File: config.mk
export PLATFORM = sky130hd
export DESIGN_NAME = link_test_pattern_loopback
export DESIGN_NICKNAME = d
export VERILOG_FILES = /design/src/hw/link_test_pkg.sv /design/src/hw/sat_counter.sv /design/src/hw/link_test_pattern_loopback.sv
export VERILOG_INCLUDE_DIRS = /design/src /design/src/hw
export SDC_FILE = /design/constraint.sdc
export NUM_CORES = 1
export LEC_CHECK = 0
export ABC_CLOCK_PERIOD_IN_PS = 2360
export BUFFER_PORTS_ARGS = -buffer_cell sky130_fd_sc_hd__clkbuf_2
export CAP_MARGIN = 5
export CORE_ASPECT_RATIO = 1.2
export CORE_MARGIN = 2
export CORE_UTILIZATION = 30
export CTS_CLUSTER_SIZE = 20
export DETAILED_ROUTE_END_ITERATION = 8
export PLACE_DENSITY = 0.49
export SETUP_SLACK_MARGIN = 0.4
export SLEW_MARGIN = 20
export SYNTH_ARGS = -nofsm -noshare
export SYNTH_HDL_FRONTEND = slang
export SYNTH_SLANG_ARGS = --single-unit
File: constraint.sdc
create_clock -name clk_i -period 2.36 [get_ports clk_i]
set_input_delay 0.236 -clock clk_i [delete_from_list [all_inputs] [get_ports clk_i]]
set_output_delay 0.236 -clock clk_i [all_outputs]
set_load 0.005 [all_outputs]
File: src/hw/link_test_map.svh
/*
  Offsets, field positions, reset values and pattern constants of the
  per-channel test and loopback block. Assumes a 5-bit register number.
*/
`ifndef LINK_TEST_MAP_SVH
`define LINK_TEST_MAP_SVH

`define REG_CTRL        5'h00
`define REG_STAT        5'h01
`define REG_CH0         5'h10
`define REG_CH1         5'h11
`define REG_TPC         5'h14
`define REG_TPS         5'h15
`define REG_TPE         5'h16
`define REG_CRH         5'h17
`define REG_CRL         5'h18
`define REG_PRH         5'h1d
`define REG_PRL         5'h1f

`define CTRL_SOFT_RST   15
`define CTRL_DEEP_LOOP  14
`define CTRL_RATE_LO    13
`define CTRL_ANEG       12
`define CTRL_PAR_HIZ    10
`define CTRL_RATE_HI    6
`define CTRL_MASK       16'h7440
`define CTRL_RST        16'h1040
`define STAT_LINK       2

`define CH0_PCS_EN      12
`define CH0_SHALLOW     9
`define CH0_FAR_END     8
`define CH0_PRBS_VER    7
`define CH0_PRBS_GEN    6
`define CH0_AUTO_RATE   5
`define CH0_COMMA       2
`define CH0_MASK        16'h13e4
`define CH0_RST         16'h1024
`define CH1_RX_DEC      2
`define CH1_MASK        16'h0004
`define CH1_RST         16'h0004

`define TPC_GEN_EN      4
`define TPC_VER_EN      3
`define TPC_MASK        16'h001f
`define TPS_CRPAT_SYNC  0
`define TPS_FIXED_SYNC  1

`define PAT_HIGH        3'h0
`define PAT_LOW         3'h1
`define PAT_MIXED       3'h2
`define PAT_CR_LONG     3'h3
`define PAT_CR_SHORT    3'h4

`define CHAR_HIGH       10'h155
`define CHAR_LOW        10'h0f8
`define CHAR_MIX_A      10'h0fa
`define CHAR_MIX_B      10'h305
`define CHAR_IDLE       10'h3c5
`define CHAR_PRE        10'h2aa
`define CHAR_SFD        10'h2ab
`define CR_PRE_LEN      8'h07
`define CR_LONG_LEN     8'hff
`define CR_SHORT_LEN    8'h40
`define CR_GAP_LEN      8'h0c
`define CR_SALT         8'h5a

`define PRBS_SEED       7'h7f
`define PRBS_CNT_RST    16'hfffd
`define TPE_CNT_RST     16'h0000
`define CR_CNT_RST      32'h0000_0000

`endif

File: src/hw/link_test_pkg.sv
/*
  Types shared by the test and loopback block. Assumes nothing else.
*/
package link_test_pkg;
  typedef logic [9:0] char_t;
  typedef enum logic [1:0] {CR_GAP, CR_PRE, CR_SFD, CR_DATA} crpat_state_e;
endpackage : link_test_pkg

File: src/hw/sat_counter.sv
/*
  Saturating error counter that clears on a read strobe.
  Assumes the clear and the increment come from the same clock domain.
*/
module sat_counter #(
  parameter int unsigned W = 16,
  parameter logic [W-1:0] RST = '0
) (
  // Clock and reset
  input  wire logic         clk_i,
  input  wire logic         rst_i,
  // Events
  input  wire logic         inc_i,
  input  wire logic         clr_i,
  // Value
  output logic [W-1:0]      count_o
);
  // An error in the cycle of the read is kept, so the count restarts at one.
  always_ff @(posedge clk_i) begin
    if (rst_i) begin
      count_o <= RST;
    end else if (clr_i) begin
      count_o <= inc_i ? W'(1) : '0;
    end else if (inc_i && count_o != {W{1'b1}}) begin
      count_o <= count_o + W'(1);
    end
  end
endmodule : sat_counter

File: src/hw/link_test_pattern_loopback.sv
/*
  One channel's test pattern, pseudo-random sequence and loopback logic
  with its management registers. Assumes 10-bit characters on both the
  parallel and the serial side, one per clock, and a register master on
  clk_i. Serial receive characters and the loop pin come from outside.
*/
// Notes on behaviour
// - Writing bit 15 at location 0 soft-resets; location 1 bit 2 shows link.
// - Pattern field 20[2:0]: 000 high, 001 low, 010 mixed frequency.
// - Pattern field 011 selects long, 100 short random packet pattern.
// - Bit 20.4 transmits the chosen pattern until software clears it.
// - Bit 20.3, with bit 20.4 set, starts checking received pattern against the chosen one.
// - Fixed verifier counts only after sync, shown on bit 21.1.
// - Packets carry preamble and delimiter; verifier syncs on it, bit 21.0.
// - Fixed errors count in register 22; reading clears without stopping test.
// - Packet error count: 23 upper, 24 lower, coherent when 23 read first.
// - Pattern checking runs until bit 20.4 is cleared.
// - Bit 16.6 enables the pseudo-random transmit generator.
// - Bit 16.7 enables the pseudo-random receive verifier.
// - Pseudo-random errors go to 29 at gigabit, 31 at fiber rate.
// - Pseudo-random test runs until both enables clear; reads only clear.
// - Clearing 16.12 disables coding sublayer, clearing 16.2 comma detect.
// - Clearing 17.2 disables the gigabit receive decoder.
// - 0.6 high, 0.13 low is gigabit; 0.6 low, 0.13 high is fiber.
// - Bit 0.14 or the loop pin loops serial transmit in; output floats.
// - Bit 16.9 loops parallel transmit onto parallel receive.
// - Bit 16.8 loops serial receive to serial output; parallel input ignored.
// - During far-end loopback bit 0.10 floats the parallel outputs.
// - Sequence counters add one per bad character, saturate, clear on read.
// - The sequence is the seven-stage maximal-length one, period 127.
`include "link_test_map.svh"

module link_test_pattern_loopback
  import link_test_pkg::*;
(
  // Clock and reset
  input  wire logic        clk_i,
  input  wire logic        rst_i,
  // Register port
  input  wire logic [4:0]  addr_i,
  input  wire logic [15:0] wdata_i,
  input  wire logic        wr_i,
  input  wire logic        rd_i,
  output logic [15:0]      rdata_o,
  // Parallel side
  input  wire logic [9:0]  tx_data_i,
  output logic [9:0]       rx_data_o,
  output logic             rx_oe_n_o,
  // Serial side
  input  wire logic [9:0]  ser_rx_i,
  output logic [9:0]       ser_tx_o,
  output logic             ser_tx_oe_n_o,
  // Pins
  input  wire logic        all_channel_loop_pin_i,
  input  wire logic        link_ok_i,
  // Static controls
  output logic             pcs_enable_o,
  output logic             comma_detect_o,
  output logic             rx_decode_en_o,
  output logic             auto_neg_en_o,
  output logic             auto_rate_en_o
);

  function automatic logic hit(input logic [4:0] a, input logic [4:0] r);
    return a == r;
  endfunction : hit

  // Ten steps of x^7 + x^6 + 1; returns the new state above the character.
  function automatic logic [16:0] prbs_step(input logic [6:0] s);
    logic [6:0] st;
    logic [9:0] ch;
    logic       b;
    st = s;
    ch = '0;
    b  = 1'b0;
    for (int i = 0; i < 10; i++) begin
      b = st[6] ^ st[5];
      st = {st[5:0], b};
      ch[9-i] = b;
    end
    return {st, ch};
  endfunction : prbs_step

  // Payload is a fixed function of position, so the verifier needs no seed.
  function automatic char_t cr_payload(input logic [7:0] idx);
    return {2'b01, idx ^ `CR_SALT};
  endfunction : cr_payload

  // Synchronisers
  char_t      ser_rx_s1;
  char_t      ser_rx_s2;
  logic       loop_s1;
  logic       loop_s2;
  logic       link_s1;
  logic       link_s2;

  always_ff @(posedge clk_i) begin
    ser_rx_s1 <= ser_rx_i;
    ser_rx_s2 <= ser_rx_s1;
    loop_s1   <= all_channel_loop_pin_i;
    loop_s2   <= loop_s1;
    link_s1   <= link_ok_i;
    link_s2   <= link_s1;
  end

  // Registers
  logic [15:0] ctrl;
  logic [15:0] ch0;
  logic [15:0] ch1;
  logic [15:0] tpc;
  logic        soft_rst;
  logic [15:0] cr_lo_shadow;
  logic        srst;

  wire wr_ctrl = wr_i && hit(addr_i, `REG_CTRL);
  wire rd_tpe  = rd_i && hit(addr_i, `REG_TPE);
  wire rd_crh  = rd_i && hit(addr_i, `REG_CRH);
  wire rd_prh  = rd_i && hit(addr_i, `REG_PRH);
  wire rd_prl  = rd_i && hit(addr_i, `REG_PRL);

  assign srst = rst_i || soft_rst;

  always_ff @(posedge clk_i) begin
    if (rst_i) begin
      soft_rst <= 1'b0;
    end else begin
      soft_rst <= wr_ctrl && wdata_i[`CTRL_SOFT_RST];
    end
  end

  always_ff @(posedge clk_i) begin
    if (srst) begin
      ctrl <= `CTRL_RST;
      ch0  <= `CH0_RST;
      ch1  <= `CH1_RST;
      tpc  <= '0;
    end else if (wr_i) begin
      if (wr_ctrl && !wdata_i[`CTRL_SOFT_RST]) ctrl <= wdata_i & `CTRL_MASK;
      if (hit(addr_i, `REG_CH0)) ch0 <= wdata_i & `CH0_MASK;
      if (hit(addr_i, `REG_CH1)) ch1 <= wdata_i & `CH1_MASK;
      if (hit(addr_i, `REG_TPC)) tpc <= wdata_i & `TPC_MASK;
    end
  end

  // Mode decode
  wire [2:0] pat_sel    = tpc[2:0];
  wire       gen_on     = tpc[`TPC_GEN_EN];
  wire       ver_on     = tpc[`TPC_VER_EN] && gen_on;
  wire       cr_mode    = pat_sel == `PAT_CR_LONG || pat_sel == `PAT_CR_SHORT;
  wire       fix_mode   = pat_sel <= `PAT_MIXED;
  wire [7:0] cr_len     = pat_sel == `PAT_CR_LONG ? `CR_LONG_LEN : `CR_SHORT_LEN;
  wire       rate_1g    = ctrl[`CTRL_RATE_HI] && !ctrl[`CTRL_RATE_LO];
  wire       rate_fx    = !ctrl[`CTRL_RATE_HI] && ctrl[`CTRL_RATE_LO];
  wire       deep       = ctrl[`CTRL_DEEP_LOOP] || loop_s2;
  wire       far        = ch0[`CH0_FAR_END];
  wire       prbs_gen   = ch0[`CH0_PRBS_GEN];
  wire       prbs_ver   = ch0[`CH0_PRBS_VER];

  // Fixed pattern generator
  logic  mix_phase;
  char_t fix_char;

  assign fix_char = pat_sel == `PAT_HIGH ? `CHAR_HIGH :
                    pat_sel == `PAT_LOW  ? `CHAR_LOW  :
                    mix_phase ? `CHAR_MIX_B : `CHAR_MIX_A;

  always_ff @(posedge clk_i) begin
    if (srst || !gen_on) begin
      mix_phase <= 1'b0;
    end else begin
      mix_phase <= !mix_phase;
    end
  end

  // Random packet generator
  crpat_state_e cg_state;
  logic [7:0]   cg_cnt;
  char_t        cr_char;

  always_ff @(posedge clk_i) begin
    if (srst || !gen_on || !cr_mode) begin
      cg_state <= CR_GAP;
      cg_cnt   <= '0;
    end else begin
      unique case (cg_state)
        CR_GAP: begin
          cg_cnt   <= cg_cnt == `CR_GAP_LEN - 8'h01 ? '0 : cg_cnt + 8'h01;
          if (cg_cnt == `CR_GAP_LEN - 8'h01) cg_state <= CR_PRE;
        end
        CR_PRE: begin
          cg_cnt   <= cg_cnt == `CR_PRE_LEN - 8'h01 ? '0 : cg_cnt + 8'h01;
          if (cg_cnt == `CR_PRE_LEN - 8'h01) cg_state <= CR_SFD;
        end
        CR_SFD: begin
          cg_state <= CR_DATA;
        end
        CR_DATA: begin
          cg_cnt   <= cg_cnt == cr_len - 8'h01 ? '0 : cg_cnt + 8'h01;
          if (cg_cnt == cr_len - 8'h01) cg_state <= CR_GAP;
        end
      endcase
    end
  end

  always_comb begin
    unique case (cg_state)
      CR_GAP:  cr_char = `CHAR_IDLE;
      CR_PRE:  cr_char = `CHAR_PRE;
      CR_SFD:  cr_char = `CHAR_SFD;
      CR_DATA: cr_char = cr_payload(cg_cnt);
    endcase
  end

  // Pseudo-random generator
  logic [6:0]  prbs_state;
  logic [16:0] prbs_tx;

  assign prbs_tx = prbs_step(prbs_state);

  always_ff @(posedge clk_i) begin
    if (srst || !prbs_gen) begin
      prbs_state <= `PRBS_SEED;
    end else begin
      prbs_state <= prbs_tx[16:10];
    end
  end

  // Transmit selection and loopback paths
  char_t tx_q;
  char_t rx_char;
  char_t next_tx;

  assign next_tx = far      ? ser_rx_s2 :
                   prbs_gen ? prbs_tx[9:0] :
                   gen_on   ? (cr_mode ? cr_char : fix_char) :
                   tx_data_i;
  assign rx_char = deep ? tx_q : ser_rx_s2;

  always_ff @(posedge clk_i) begin
    if (srst) begin
      tx_q          <= '0;
      rx_data_o     <= '0;
      rx_oe_n_o     <= 1'b0;
      ser_tx_oe_n_o <= 1'b0;
    end else begin
      tx_q          <= next_tx;
      rx_data_o     <= ch0[`CH0_SHALLOW] ? tx_data_i : rx_char;
      rx_oe_n_o     <= far && ctrl[`CTRL_PAR_HIZ];
      ser_tx_oe_n_o <= deep;
    end
  end

  assign ser_tx_o = tx_q;

  // Fixed pattern verifier
  logic  fix_sync;
  logic  vphase;
  char_t fix_exp;
  logic  fix_hit;

  assign fix_exp = pat_sel == `PAT_HIGH ? `CHAR_HIGH :
                   pat_sel == `PAT_LOW  ? `CHAR_LOW  :
                   vphase ? `CHAR_MIX_B : `CHAR_MIX_A;
  assign fix_hit = pat_sel == `PAT_MIXED ? rx_char == `CHAR_MIX_A : rx_char == fix_exp;
  wire fix_err = ver_on && fix_mode && fix_sync && rx_char != fix_exp;

  always_ff @(posedge clk_i) begin
    if (srst || !ver_on || !fix_mode) begin
      fix_sync <= 1'b0;
      vphase   <= 1'b0;
    end else if (!fix_sync) begin
      fix_sync <= fix_hit;
      vphase   <= 1'b1;
    end else begin
      vphase   <= !vphase;
    end
  end

  // Random packet verifier
  logic       cr_sync;
  logic       cv_in;
  logic [7:0] cv_cnt;

  wire cr_err = ver_on && cr_mode && cr_sync && cv_in &&
                rx_char != cr_payload(cv_cnt);

  always_ff @(posedge clk_i) begin
    if (srst || !ver_on || !cr_mode) begin
      cr_sync <= 1'b0;
      cv_in   <= 1'b0;
      cv_cnt  <= '0;
    end else if (rx_char == `CHAR_SFD) begin
      cr_sync <= 1'b1;
      cv_in   <= 1'b1;
      cv_cnt  <= '0;
    end else if (cv_in) begin
      cv_in   <= cv_cnt != cr_len - 8'h01;
      cv_cnt  <= cv_cnt + 8'h01;
    end
  end

  // Pseudo-random verifier predicts each character from the one before.
  char_t      pv_prev;
  logic       pv_primed;
  logic [16:0] prbs_rx;

  assign prbs_rx = prbs_step(pv_prev[6:0]);
  wire prbs_err = prbs_ver && pv_primed && rx_char != prbs_rx[9:0];

  always_ff @(posedge clk_i) begin
    if (srst || !prbs_ver) begin
      pv_prev   <= '0;
      pv_primed <= 1'b0;
    end else begin
      pv_prev   <= rx_char;
      pv_primed <= 1'b1;
    end
  end

  // Error counters
  logic [15:0] tpe_cnt;
  logic [31:0] cr_cnt;
  logic [15:0] prh_cnt;
  logic [15:0] prl_cnt;

  sat_counter #(.W(16), .RST(`TPE_CNT_RST)) u_tpe (
    .clk_i   (clk_i),
    .rst_i   (srst),
    .inc_i   (fix_err),
    .clr_i   (rd_tpe),
    .count_o (tpe_cnt)
  );

  sat_counter #(.W(32), .RST(`CR_CNT_RST)) u_cr (
    .clk_i   (clk_i),
    .rst_i   (srst),
    .inc_i   (cr_err),
    .clr_i   (rd_crh),
    .count_o (cr_cnt)
  );

  sat_counter #(.W(16), .RST(`PRBS_CNT_RST)) u_prh (
    .clk_i   (clk_i),
    .rst_i   (srst),
    .inc_i   (prbs_err && rate_1g),
    .clr_i   (rd_prh),
    .count_o (prh_cnt)
  );

  sat_counter #(.W(16), .RST(`PRBS_CNT_RST)) u_prl (
    .clk_i   (clk_i),
    .rst_i   (srst),
    .inc_i   (prbs_err && rate_fx),
    .clr_i   (rd_prl),
    .count_o (prl_cnt)
  );

  // The lower half is frozen when the upper half is read, so both halves
  // belong to one count; a lone read of 24 returns the last frozen value.
  always_ff @(posedge clk_i) begin
    if (srst) begin
      cr_lo_shadow <= '0;
    end else if (rd_crh) begin
      cr_lo_shadow <= cr_cnt[15:0];
    end
  end

  // Read data
  logic [15:0] next_rdata;

  always_comb begin
    next_rdata = '0;
    unique case (addr_i)
      `REG_CTRL: next_rdata = ctrl;
      `REG_STAT: next_rdata = 16'(link_s2) << `STAT_LINK;
      `REG_CH0:  next_rdata = ch0;
      `REG_CH1:  next_rdata = ch1;
      `REG_TPC:  next_rdata = tpc;
      `REG_TPS:  next_rdata = {14'h0000, fix_sync, cr_sync};
      `REG_TPE:  next_rdata = tpe_cnt;
      `REG_CRH:  next_rdata = cr_cnt[31:16];
      `REG_CRL:  next_rdata = cr_lo_shadow;
      `REG_PRH:  next_rdata = prh_cnt;
      `REG_PRL:  next_rdata = prl_cnt;
      default:   next_rdata = '0;
    endcase
  end

  always_ff @(posedge clk_i) begin
    if (srst) begin
      rdata_o        <= '0;
      pcs_enable_o   <= 1'b0;
      comma_detect_o <= 1'b0;
      rx_decode_en_o <= 1'b0;
      auto_neg_en_o  <= 1'b0;
      auto_rate_en_o <= 1'b0;
    end else begin
      rdata_o        <= rd_i ? next_rdata : '0;
      pcs_enable_o   <= ch0[`CH0_PCS_EN];
      comma_detect_o <= ch0[`CH0_COMMA];
      rx_decode_en_o <= ch1[`CH1_RX_DEC];
      auto_neg_en_o  <= ctrl[`CTRL_ANEG];
      auto_rate_en_o <= ch0[`CH0_AUTO_RATE];
    end
  end

endmodule : link_test_pattern_loopback

Yosys cells after proc, flatten, opt, wreduce, memory -nomap -nowiden
Index checks and enable logic that the tools add are counted.
- register bits after elaboration: 220
- bits in latches: 0
- RAM bits: 0
- ROM bits: 0
- input port bits: 47
- output and inout bits: 43
- logic and storage cells: 205
- memories kept: 0
- add/sub/neg operators: 7
- multiply operators: 0
- divide/modulo/power cells: 0
- order comparisons: 1
- equal/unequal tests: 34
- shift-type cells: 0
- muxes and demuxes: 41
- bitwise logic cells: 23
- reduce and logical (&&, ||, !) cells: 62
- operators by type and width (operator ; number):
    $pmux W16 S11 ; 1
    $mux W10 ; 12
    $mux W16 ; 6
    $mux W32 ; 2
    $add A16 B1 Y16 const B ; 3
    $ne A16 B16 Y1 const B ; 3
    $eq A5 B5 Y1 const B ; 9
    $pmux W10 S4 ; 1
    $add A32 B1 Y32 const B ; 1
    $mux W8 ; 4
    $ne A32 B32 Y1 const B ; 1
    $logic_and A1 B1 Y1 ; 26
    $pmux W8 S3 ; 1
    $ne A10 B10 Y1 ; 2
    $xor A1 B1 Y1 ; 20
    $add A8 B1 Y8 const B ; 2
    $logic_not A1 Y1 ; 11
    $eq A10 B10 Y1 ; 1
    $eq A10 B10 Y1 const B ; 1
    $eq A10 B8 Y1 const B ; 1
    $logic_or A1 B1 Y1 ; 10
    $mux W1 ; 10
    $ne A10 B9 Y1 ; 1
    $eq A8 B3 Y1 const B ; 1
    24 further kinds ; 38

Longest topological paths before layout
Gate-level depths: netlist of the first run.
- word-level depth: 9
- gate-level depth with buffers: 11
- depth with buffers taken out: 9

Modules after synthesis
Synthesis of the first run repeated with hierarchy kept, for this count alone.
- cell total of the unflattened synthesis: 1298
- area, all modules: 10891.7 um^2
- modules (own cells, without submodules) (module ; instances ; cells each ; area an instance (um^2) ; seq. area each (um^2)):
    link_test_pattern_loopback ; 1 ; 771 ; 6480.0 ; 2802.7
    sat_counter at u_prh ... ; 2 ; 111 ; 912.1 ; 320.3
    sat_counter at u_cr ; 1 ; 206 ; 1746.7 ; 640.6
    sat_counter at u_tpe ; 1 ; 99 ; 840.8 ; 320.3

Worst setup path before layout of the first run
No wires, ideal clock.
- kind: register -> register
- start point: register ctrl[14]
- end point: register u_cr.count_o[7]
- library setup time: 115 ps
- arrival: 2462 ps
- data required time: 2245 ps
- path slack: -217 ps
- cell stages (with the launch flop): 10
- path buffers: 2
- clock period less this slack: 2577 ps
- cell sequence: dfxtp_1 > nor2_2 > mux2i_1 > xor2_1 > or4_4 > o21ai_4 > buf_4 > buf_4 > nor4_1 > o21a_1
- word-level cells in the longest chain between the ends: 6
- ends and longest elaborated chain (what ; line ; text):
    start: declaration ; link_test_pattern_loopback.sv:107 ; logic [15:0] ctrl;
    start signal: assignment ; link_test_pattern_loopback.sv:133 ; ctrl <= `CTRL_RST;
    start signal: assignment ; link_test_pattern_loopback.sv:138 ; if (wr_ctrl && !wdata_i[`CTRL_SOFT_RST]) ctrl <= wdata_i & `CTRL_MASK;
    $logic_or A1 B1 Y1 ; link_test_pattern_loopback.sv:154 ; wire deep = ctrl[`CTRL_DEEP_LOOP] || loop_s2;
    $mux W10 ; link_test_pattern_loopback.sv:237 ; assign rx_char = deep ? tx_q : ser_rx_s2;
    $ne A10 B9 Y1 ; link_test_pattern_loopback.sv:285 ; rx_char != cr_payload(cv_cnt);
    $logic_and A1 B1 Y1 ; link_test_pattern_loopback.sv:284 ; wire cr_err = ver_on && cr_mode && cr_sync && cv_in &&
    $logic_and A1 B1 Y1 ; sat_counter.sv:24 ; end else if (inc_i && count_o != {W{1'b1}}) begin
    $reduce_bool A2 Y1 (no line) ; -- ;
    end signal: assignment ; sat_counter.sv:23 ; count_o <= inc_i ? W'(1) : '0;
    end signal: assignment ; sat_counter.sv:25 ; count_o <= count_o + W'(1);
    end: declaration ; sat_counter.sv:16 ; output logic [W-1:0] count_o
No other way between the ends.
A chain may end at the register's enable or synchronous reset.

Worst setup path in the final report of the first run
- start point: register ctrl[14]
- end point: register u_tpe.count_o[14]
- word-level cells in the longest chain between the ends: 6
- ends and longest elaborated chain (what ; line ; text):
    $logic_or A1 B1 Y1 ; link_test_pattern_loopback.sv:154 ;
    $mux W10 ; link_test_pattern_loopback.sv:237 ;
    $ne A10 B10 Y1 ; link_test_pattern_loopback.sv:265 ; wire fix_err = ver_on && fix_mode && fix_sync && rx_char != fix_exp;
    $logic_and A1 B1 Y1 ; link_test_pattern_loopback.sv:265 ;
    $logic_and A1 B1 Y1 ; sat_counter.sv:24 ;
    $reduce_bool A2 Y1 (no line) ; -- ;
    end signal: assignment ; sat_counter.sv:23 ;
    end signal: assignment ; sat_counter.sv:25 ;
    end: declaration ; sat_counter.sv:16 ;
No other way between the ends.

==> impl_metrics.toml, run 1 <==
[logic_synthesis]
yosysMostFrequentCell = "dfxtp_1"
synth_flop_cell = "dfxtp_1"
yosysTopAreaCellShare_pct = 39.0
async_reset_ff_share_pct = 0
seq_area_frac_synth_pct = 39.0
synth.top_cells.by_count = "dfxtp_1 (220), nand2_1 (130), nor2_1 (127), a21oi_1 (98), nand3_1 (77)"
postSynthNetCount = 1428
syn_avg_cell_area_um2 = 8.24
netlist_instances = 1369
synth_cell_type_count = 78
syn_area_um2 = 11300
synth_area_leaders = "dfxtp_1 (39%), mux2i_1 (4.7%), a21oi_1 (4.3%)"
ys.warnings.count = 0
synth.largest_area_cell = "dfxtp_1"
synth-seq-cells = 220
synth_edf_count = 0

[routing]
dr.pass1.iters = 6
wl_per_cell_um = 19.3
vias = 11616
drc = 0
drtIter0Drc = 859
viasPerCell = 5.44
ant_nets = 0
wl_um = 41300

[sta]
relSlewSlack_pct = 36.1
finalSetupViolCount = 74
rsz0062_at_grt = "true"
fin_crit_sh_pct = 106
fin_ws_ns = -0.150
slew_violations = 0
fmax_ghz = 0.398
worst_pin_slew_ns = 0.956
hold_viol_final = 0
fin_setup_tns_ns = -7.31
min_period_ns = 2.51
skew_ns = 0.0217

[worst_hold_path]
min_path_type = "in2reg"
hold_path.startpoint = "tx_data_i[1]"

[layout]
regArea_um2 = 4420
areaGrowthSynthToFinish_pct = 40.7
nFillCells = 3701
multi_input_area_um2 = 7290
drive_gt1_share_pct = 30.8
fin_nets = 1700

[clocking]
numCtsBuffers = 26
cts-root-buf = "clkbuf_16"
path_clk_slew_ns = 0.06
cts_tree = "yes"
clock_latency_ns = 0.56
cts_max_path_buffers = 3
clock-sinks = 220
cts_htree_levels = 1

[worst_setup_path]
worstPathCellList = "buf_4 > o21a_4 > buf_4 > or4_4 > o32a_1 > o21ai_4 > buf_12 > buf_4 > nor4_1 > nor3b_1"
required_ns = 2.82
endpoint_kind = "flop"
crit_arrival_ns = 2.97
crit_family = "simple AND/OR/NAND/NOR gates"
path_buf_inv = 4
crit_type = "reg2reg"
start_kind = "flop"
rr_startpoint = "ctrl[14]"
cp_slowest_stage_delay_ns = 0.53
critPathSlowestCell = "or4_4"
startpoint = "ctrl[14]"
crit_top_cell = "buf_4"
cp_max_fo = 24

[die]
die_w_um = 181
start_util_pct = 30.5
coreArea_um2 = 37000
die_h_um = 216
placementRows = 77
io_pins = 90
design.die.area_um2 = 39200

[status]
status = "finished with violations"
violations = "negative setup slack"

[global_routing]
grt_use_total_pct = 20.3
grt_max_degree = 36
grt_pass1_vias = 11211
gr-total-overflow = 0
antenna_found_initial = 1
grt_pass1_wl_um = 63300

[placed_design]
io_buffers = 88
gp_congestion = 0.853
dp_hpwl_um = 30000

[power_and_ir_drop]
power_mw = 8.99
peakVddDrop_mv = 0.510
cellPowerDensity_nw_per_um2 = 566
p_leak_nw = 6.11

[job]
maxCapViolations = 0
[flip-flops by register name, indices dropped and copies added, names as in the netlist, 2 cells and up]
register	count
cg_cnt	8
cg_state	2
ch0	7
cr_lo_shadow	16
ctrl	5
cv_cnt	8
prbs_state	7
pv_prev	7
rdata_o	16
rx_data_o	10
ser_rx_s1	10
ser_rx_s2	10
ser_tx_o	10
tpc	5
u_cr.count_o	32
u_prh.count_o	16
u_prl.count_o	16
u_tpe.count_o	16
[logic make-up after synthesis]
group | synth area share, %
compound gates | 20.0
buf+inv | 4.43
fa+ha+maj | 1.33
xor+xnor | 2.53
simple gates | 26.7
flops | 39.0
mux | 6.00
[stage by stage]
stage / util [%] / hold slack (ns) / setup slack [ns] / instances / area [um^2]
after global placement: 35.9 / 0.310 / -0.338 / 2012 / 13300
after global routing: 42.9 / 0.0258 / -0.248 / 2136 / 15900
after detailed placement: 35.9 / 0.312 / -0.409 / 2012 / 13300
after floorplan: - / 0.264 / -0.0515 / 1369 / 11400
after CTS: 41.1 / 0.00692 / -0.150 / 2112 / 15200
final: 42.9 / 0.0230 / -0.150 / 2136 / 15900
[tightest hold or removal path: cells and delay by family]
kind / cells / cell delay (ns)
buffers and inverters: 1 / 0.11
and+or+nand+nor: 1 / 0.11
AOI/OAI and AO/OA: 1 / 0.07
[power by group]
group	switching, mW	internal [mW]	total [mW]
Clock	1.69	2.76	4.46
Combinational	0.372	0.349	0.721
Sequential	0.0457	3.77	3.81
[final timing paths]
kind | end | slack [ns] | cells after the start
max | u_tpe.count_o[14] | -0.15 | 10
min | rx_data_o[1] | 0.02 | 3
max reg2reg | u_tpe.count_o[14] | -0.15 | 10
min reg2reg | ser_rx_s2[3] | 0.33 | 0
[layout make-up]
cell class                      count  area share (%)
Antenna cell                        1          0.0158
Clock buffer                       35            4.69
Clock inverter                     13            1.28
Inverter                           34           0.803
Multi-Input combinational cell   1032            45.9
Sequential cell                   220            27.8
Tap cell                          474            3.73
Timing Repair Buffer              327            15.8
[metal layers]
layer	part of all wire, %	up-vias	track usage, %
li1	-	5639	-
met1	42	5568	24.9
met2	50	336	36.3
met3	4.5	73	2.29
met4	3.7	0	8.29
met5	0	-	0
[repair_timing]
action,in CTS,in global routing
buffers inserted,14,22
setup endpoints to repair,106,109
cloned,3,1
pin swaps,39,44
resized for setup,112,113
hold buffers,35,0
hold endpoints to repair,39,0
[layout by cell type, fill, tap and decap left out, drive strengths merged, types with 7 or more instances in the layout]
master / instances
o22ai: 7
mux2: 9
and3: 12
a211oi: 17
mux2i: 53
nand4: 40
clkbuf: 123
nand2: 130
nand4b: 7
or2: 8
o31ai: 30
dfxtp: 220
a31oi: 21
a21oi: 99
nand2b: 16
xnor2: 15
xor2: 15
inv: 34
buf: 204
and2: 20
ha: 12
a22oi: 12
nor3b: 11
and4: 10
nor2b: 8
o211ai: 29
o21ai: 53
nor2: 129
dlygate4sd3: 35
or4: 29
o21a: 14
nor4: 16
nor3: 42
or3: 7
nand3: 77
o311ai: 8
Note: power is estimated with default switching activity, not from simulation.
==> run 2: changes to the inputs <==
--- a/config.mk
+++ b/config.mk
@@ -6,6 +6,7 @@
 export SDC_FILE = /design/constraint.sdc
 export NUM_CORES = 1
 export LEC_CHECK = 0
+export ABC_AREA = 1
 export ABC_CLOCK_PERIOD_IN_PS = 2360
 export BUFFER_PORTS_ARGS = -buffer_cell sky130_fd_sc_hd__clkbuf_2
 export CAP_MARGIN = 5
==> impl_metrics.toml, run 2 <==
[logic_synthesis]
synth.top_cells.by_count = "nand2_1 (384), inv_1 (247), dfxtp_1 (220), nor2_1 (200), nand3_1 (148)"
netlist_instances = 1783
ys.warnings.count = 0
syn_area_um2 = 11900
yosysTopAreaCellShare_pct = 36.9
synth_area_leaders = "dfxtp_1 (37%), nand2_1 (12%), inv_1 (7.8%)"
synth_flop_cell = "dfxtp_1"
synth_edf_count = 0
seq_area_frac_synth_pct = 36.9
postSynthNetCount = 1842
synth.largest_area_cell = "dfxtp_1"
async_reset_ff_share_pct = 0
yosysMostFrequentCell = "nand2_1"
syn_avg_cell_area_um2 = 6.69
synth_cell_type_count = 53
synth-seq-cells = 220

[layout]
final_common_cell = "nand2_1"
fin_nets = 2022
areaGrowthSynthToFinish_pct = 26.7
regMostFlops = "u_cr.count_o"
largest_reg_flops = 32
postLayoutCellArea_um2 = 15100
antennaDiodeCount = 0
drive_gt1_share_pct = 16.1
nFillCells = 4249
final_cell_mix = "nand2_1 (375), inv_1 (244), dfxtp_1 (213)"

[status]
status = "completed"

[die]
start_util_pct = 30.2
die_w_um = 186
die_h_um = 222
coreArea_um2 = 39400
placementRows = 80
design.die.area_um2 = 41400
io_pins = 90

[global_routing]
grt_pass1_wl_um = 65000
grt_use_total_pct = 20.0
antenna_found_initial = 0
gr-total-overflow = 0
grt_max_degree = 35
grt_pass1_vias = 11924

[routing]
wl_per_cell_um = 16.7
viasPerCell = 4.93
dr.pass1.iters = 5
drtIter0Drc = 808
vias = 12408
drc = 0
ant_nets = 0
wl_um = 42000

[worst_setup_path]
r2r_cells = 13
reg2reg_to = "u_tpe.count_o[12]"
required_ns = 2.84
critPathSlowestCell = "dfxtp_2"
path_buf_inv = 3
worstPathCellList = "nor2_4 > clkbuf_16 > buf_4 > o21ai_4 > nand2_2 > nor3_1 > nand2_1 > nand2_2 > nand2_8 > nand3_4 > buf_4 > nand3_1 > a21oi_1"
start_kind = "flop"
crit_arrival_ns = 2.56
cp_max_fo = 10
crit_family = "simple AND/OR/NAND/NOR gates"
cp_slowest_stage_delay_ns = 0.36
crit_type = "reg2reg"
rr_startpoint = "loop_s2"
r2r_slack_ns = 0.28
endpoint_kind = "flop"
startpoint = "loop_s2"

[sta]
relSlewSlack_pct = 52.5
slew_violations = 0
fmax_ghz = 0.481
hold_viol_final = 0
fin_setup_tns_ns = 0
rsz0062_at_grt = "true"
worst_pin_slew_ns = 0.712
finalSetupViolCount = 0
fin_crit_sh_pct = 88.1
min_period_ns = 2.08
skew_ns = 0.0215

[clocking]
numCtsBuffers = 27
clock-sinks = 220
cts_max_path_buffers = 3
path_clk_slew_ns = 0.06
cts_tree = "yes"
cts-root-buf = "clkbuf_16"
clock_latency_ns = 0.56
cts_htree_levels = 1

[worst_hold_path]
hold_depth = 3
min_path_type = "in2reg"
hold_path.startpoint = "wdata_i[1]"
holdPathEnd = "tpc[1]"

[job]
maxCapViolations = 0

[placed_design]
post_dp_cell_area_um2 = 13200
dp_hpwl_um = 31400
gp_congestion = 0.877
io_buffers = 88

[power_and_ir_drop]
cellPowerDensity_nw_per_um2 = 600
peakVddDrop_mv = 0.475
p_leak_nw = 6.67
==> run 2: worst max-delay path by stage <==
stage	to	depth (start not counted)
after floorplan	u_cr.count_o[8]	13
after global placement	u_prh.count_o[7]	12
after detailed placement	u_prl.count_o[6]	12
after CTS	u_cr.count_o[16]	14
after global routing	u_cr.count_o[16]	14
final	u_tpe.count_o[12]	13
==> run 2: final cells by class <==
cell class | count | area (um^2) | area share (%)
Multi-Input combinational cell | 1250 | 6530 | 43.2
Sequential cell | 220 | 4420 | 29.2
Timing Repair Buffer | 210 | 1550 | 10.3
Inverter | 254 | 953 | 6.31
Clock buffer | 31 | 731 | 4.84
Tap cell | 533 | 667 | 4.42
Clock inverter | 17 | 258 | 1.71
==> run 2: routing by layer <==
| metal | vias up | global-route usage [%] | wire [um] |
|---|---|---|---|
| met5 | - | 0 | 0 |
| met4 | 0 | 7.19 | 1370 |
| met3 | 78 | 2.36 | 1890 |
| met2 | 331 | 34.4 | 20200 |
| met1 | 5792 | 25.7 | 18600 |
| li1 | 6207 | - | - |
==> run 2: what timing repair did <==
| item | in CTS | in global routing |
|---|---|---|
| hold endpoints to repair | 34 | 0 |
| setup endpoints to repair | 87 | 97 |
| pin swaps | 9 | 7 |
| hold buffers | 33 | 0 |
| gates cloned | 3 | 1 |
| resized for setup | 27 | 48 |
| buffers inserted | 16 | 8 |
==> run 2: power by group <==
part	internal (mW)	leakage (nW)	total, mW	switching (mW)
combinational	0.250	4.39	0.643	0.393
clock	2.87	0.484	4.58	1.71
sequential	3.79	1.80	3.83	0.0482
==> run 2: per-stage QoR <==
step	utilization [%]	power (mW)	hold WS [ns]	std cells	setup slack, ns
6_report	38.3	9.06	0.0130	2515	0.281
5_1_grt	38.3	9.40	0.0145	2515	0.157
4_1_cts	37.6	9.15	0.00279	2506	0.293
3_5_place_dp	33.6	4.47	0.312	2406	0.0683
3_3_place_gp	33.6	4.47	0.312	2406	0.0847
2_1_floorplan	-	4.21	0.264	1783	0.472
==> run 2: cells by family (layout without fill, tap and decap cells) <==
logic type                 after synthesis  after routing  synth area share, %
and+or+nand+nor                        896            897                 34.0
buffers and inverters                  315            512                 10.5
AOI/OAI and AO/OA                      295            296                 13.9
DFF                                    220            220                 36.9
xor gates and xnor gates                44             44                 3.23
adders and majority gates               12             12                 1.26
muxes                                    1              1               0.0840
==> run 2: worst register-to-register path, cell delays in order, from the launching register on <==
cell	delay [ns]
dfxtp_2	0.36
nor2_4	0.07
clkbuf_16	0.17
buf_4	0.15
o21ai_4	0.24
nand2_2	0.09
nor3_1	0.14
nand2_1	0.09
nand2_2	0.11
nand2_8	0.10
nand3_4	0.14
buf_4	0.14
nand3_1	0.05
a21oi_1	0.15
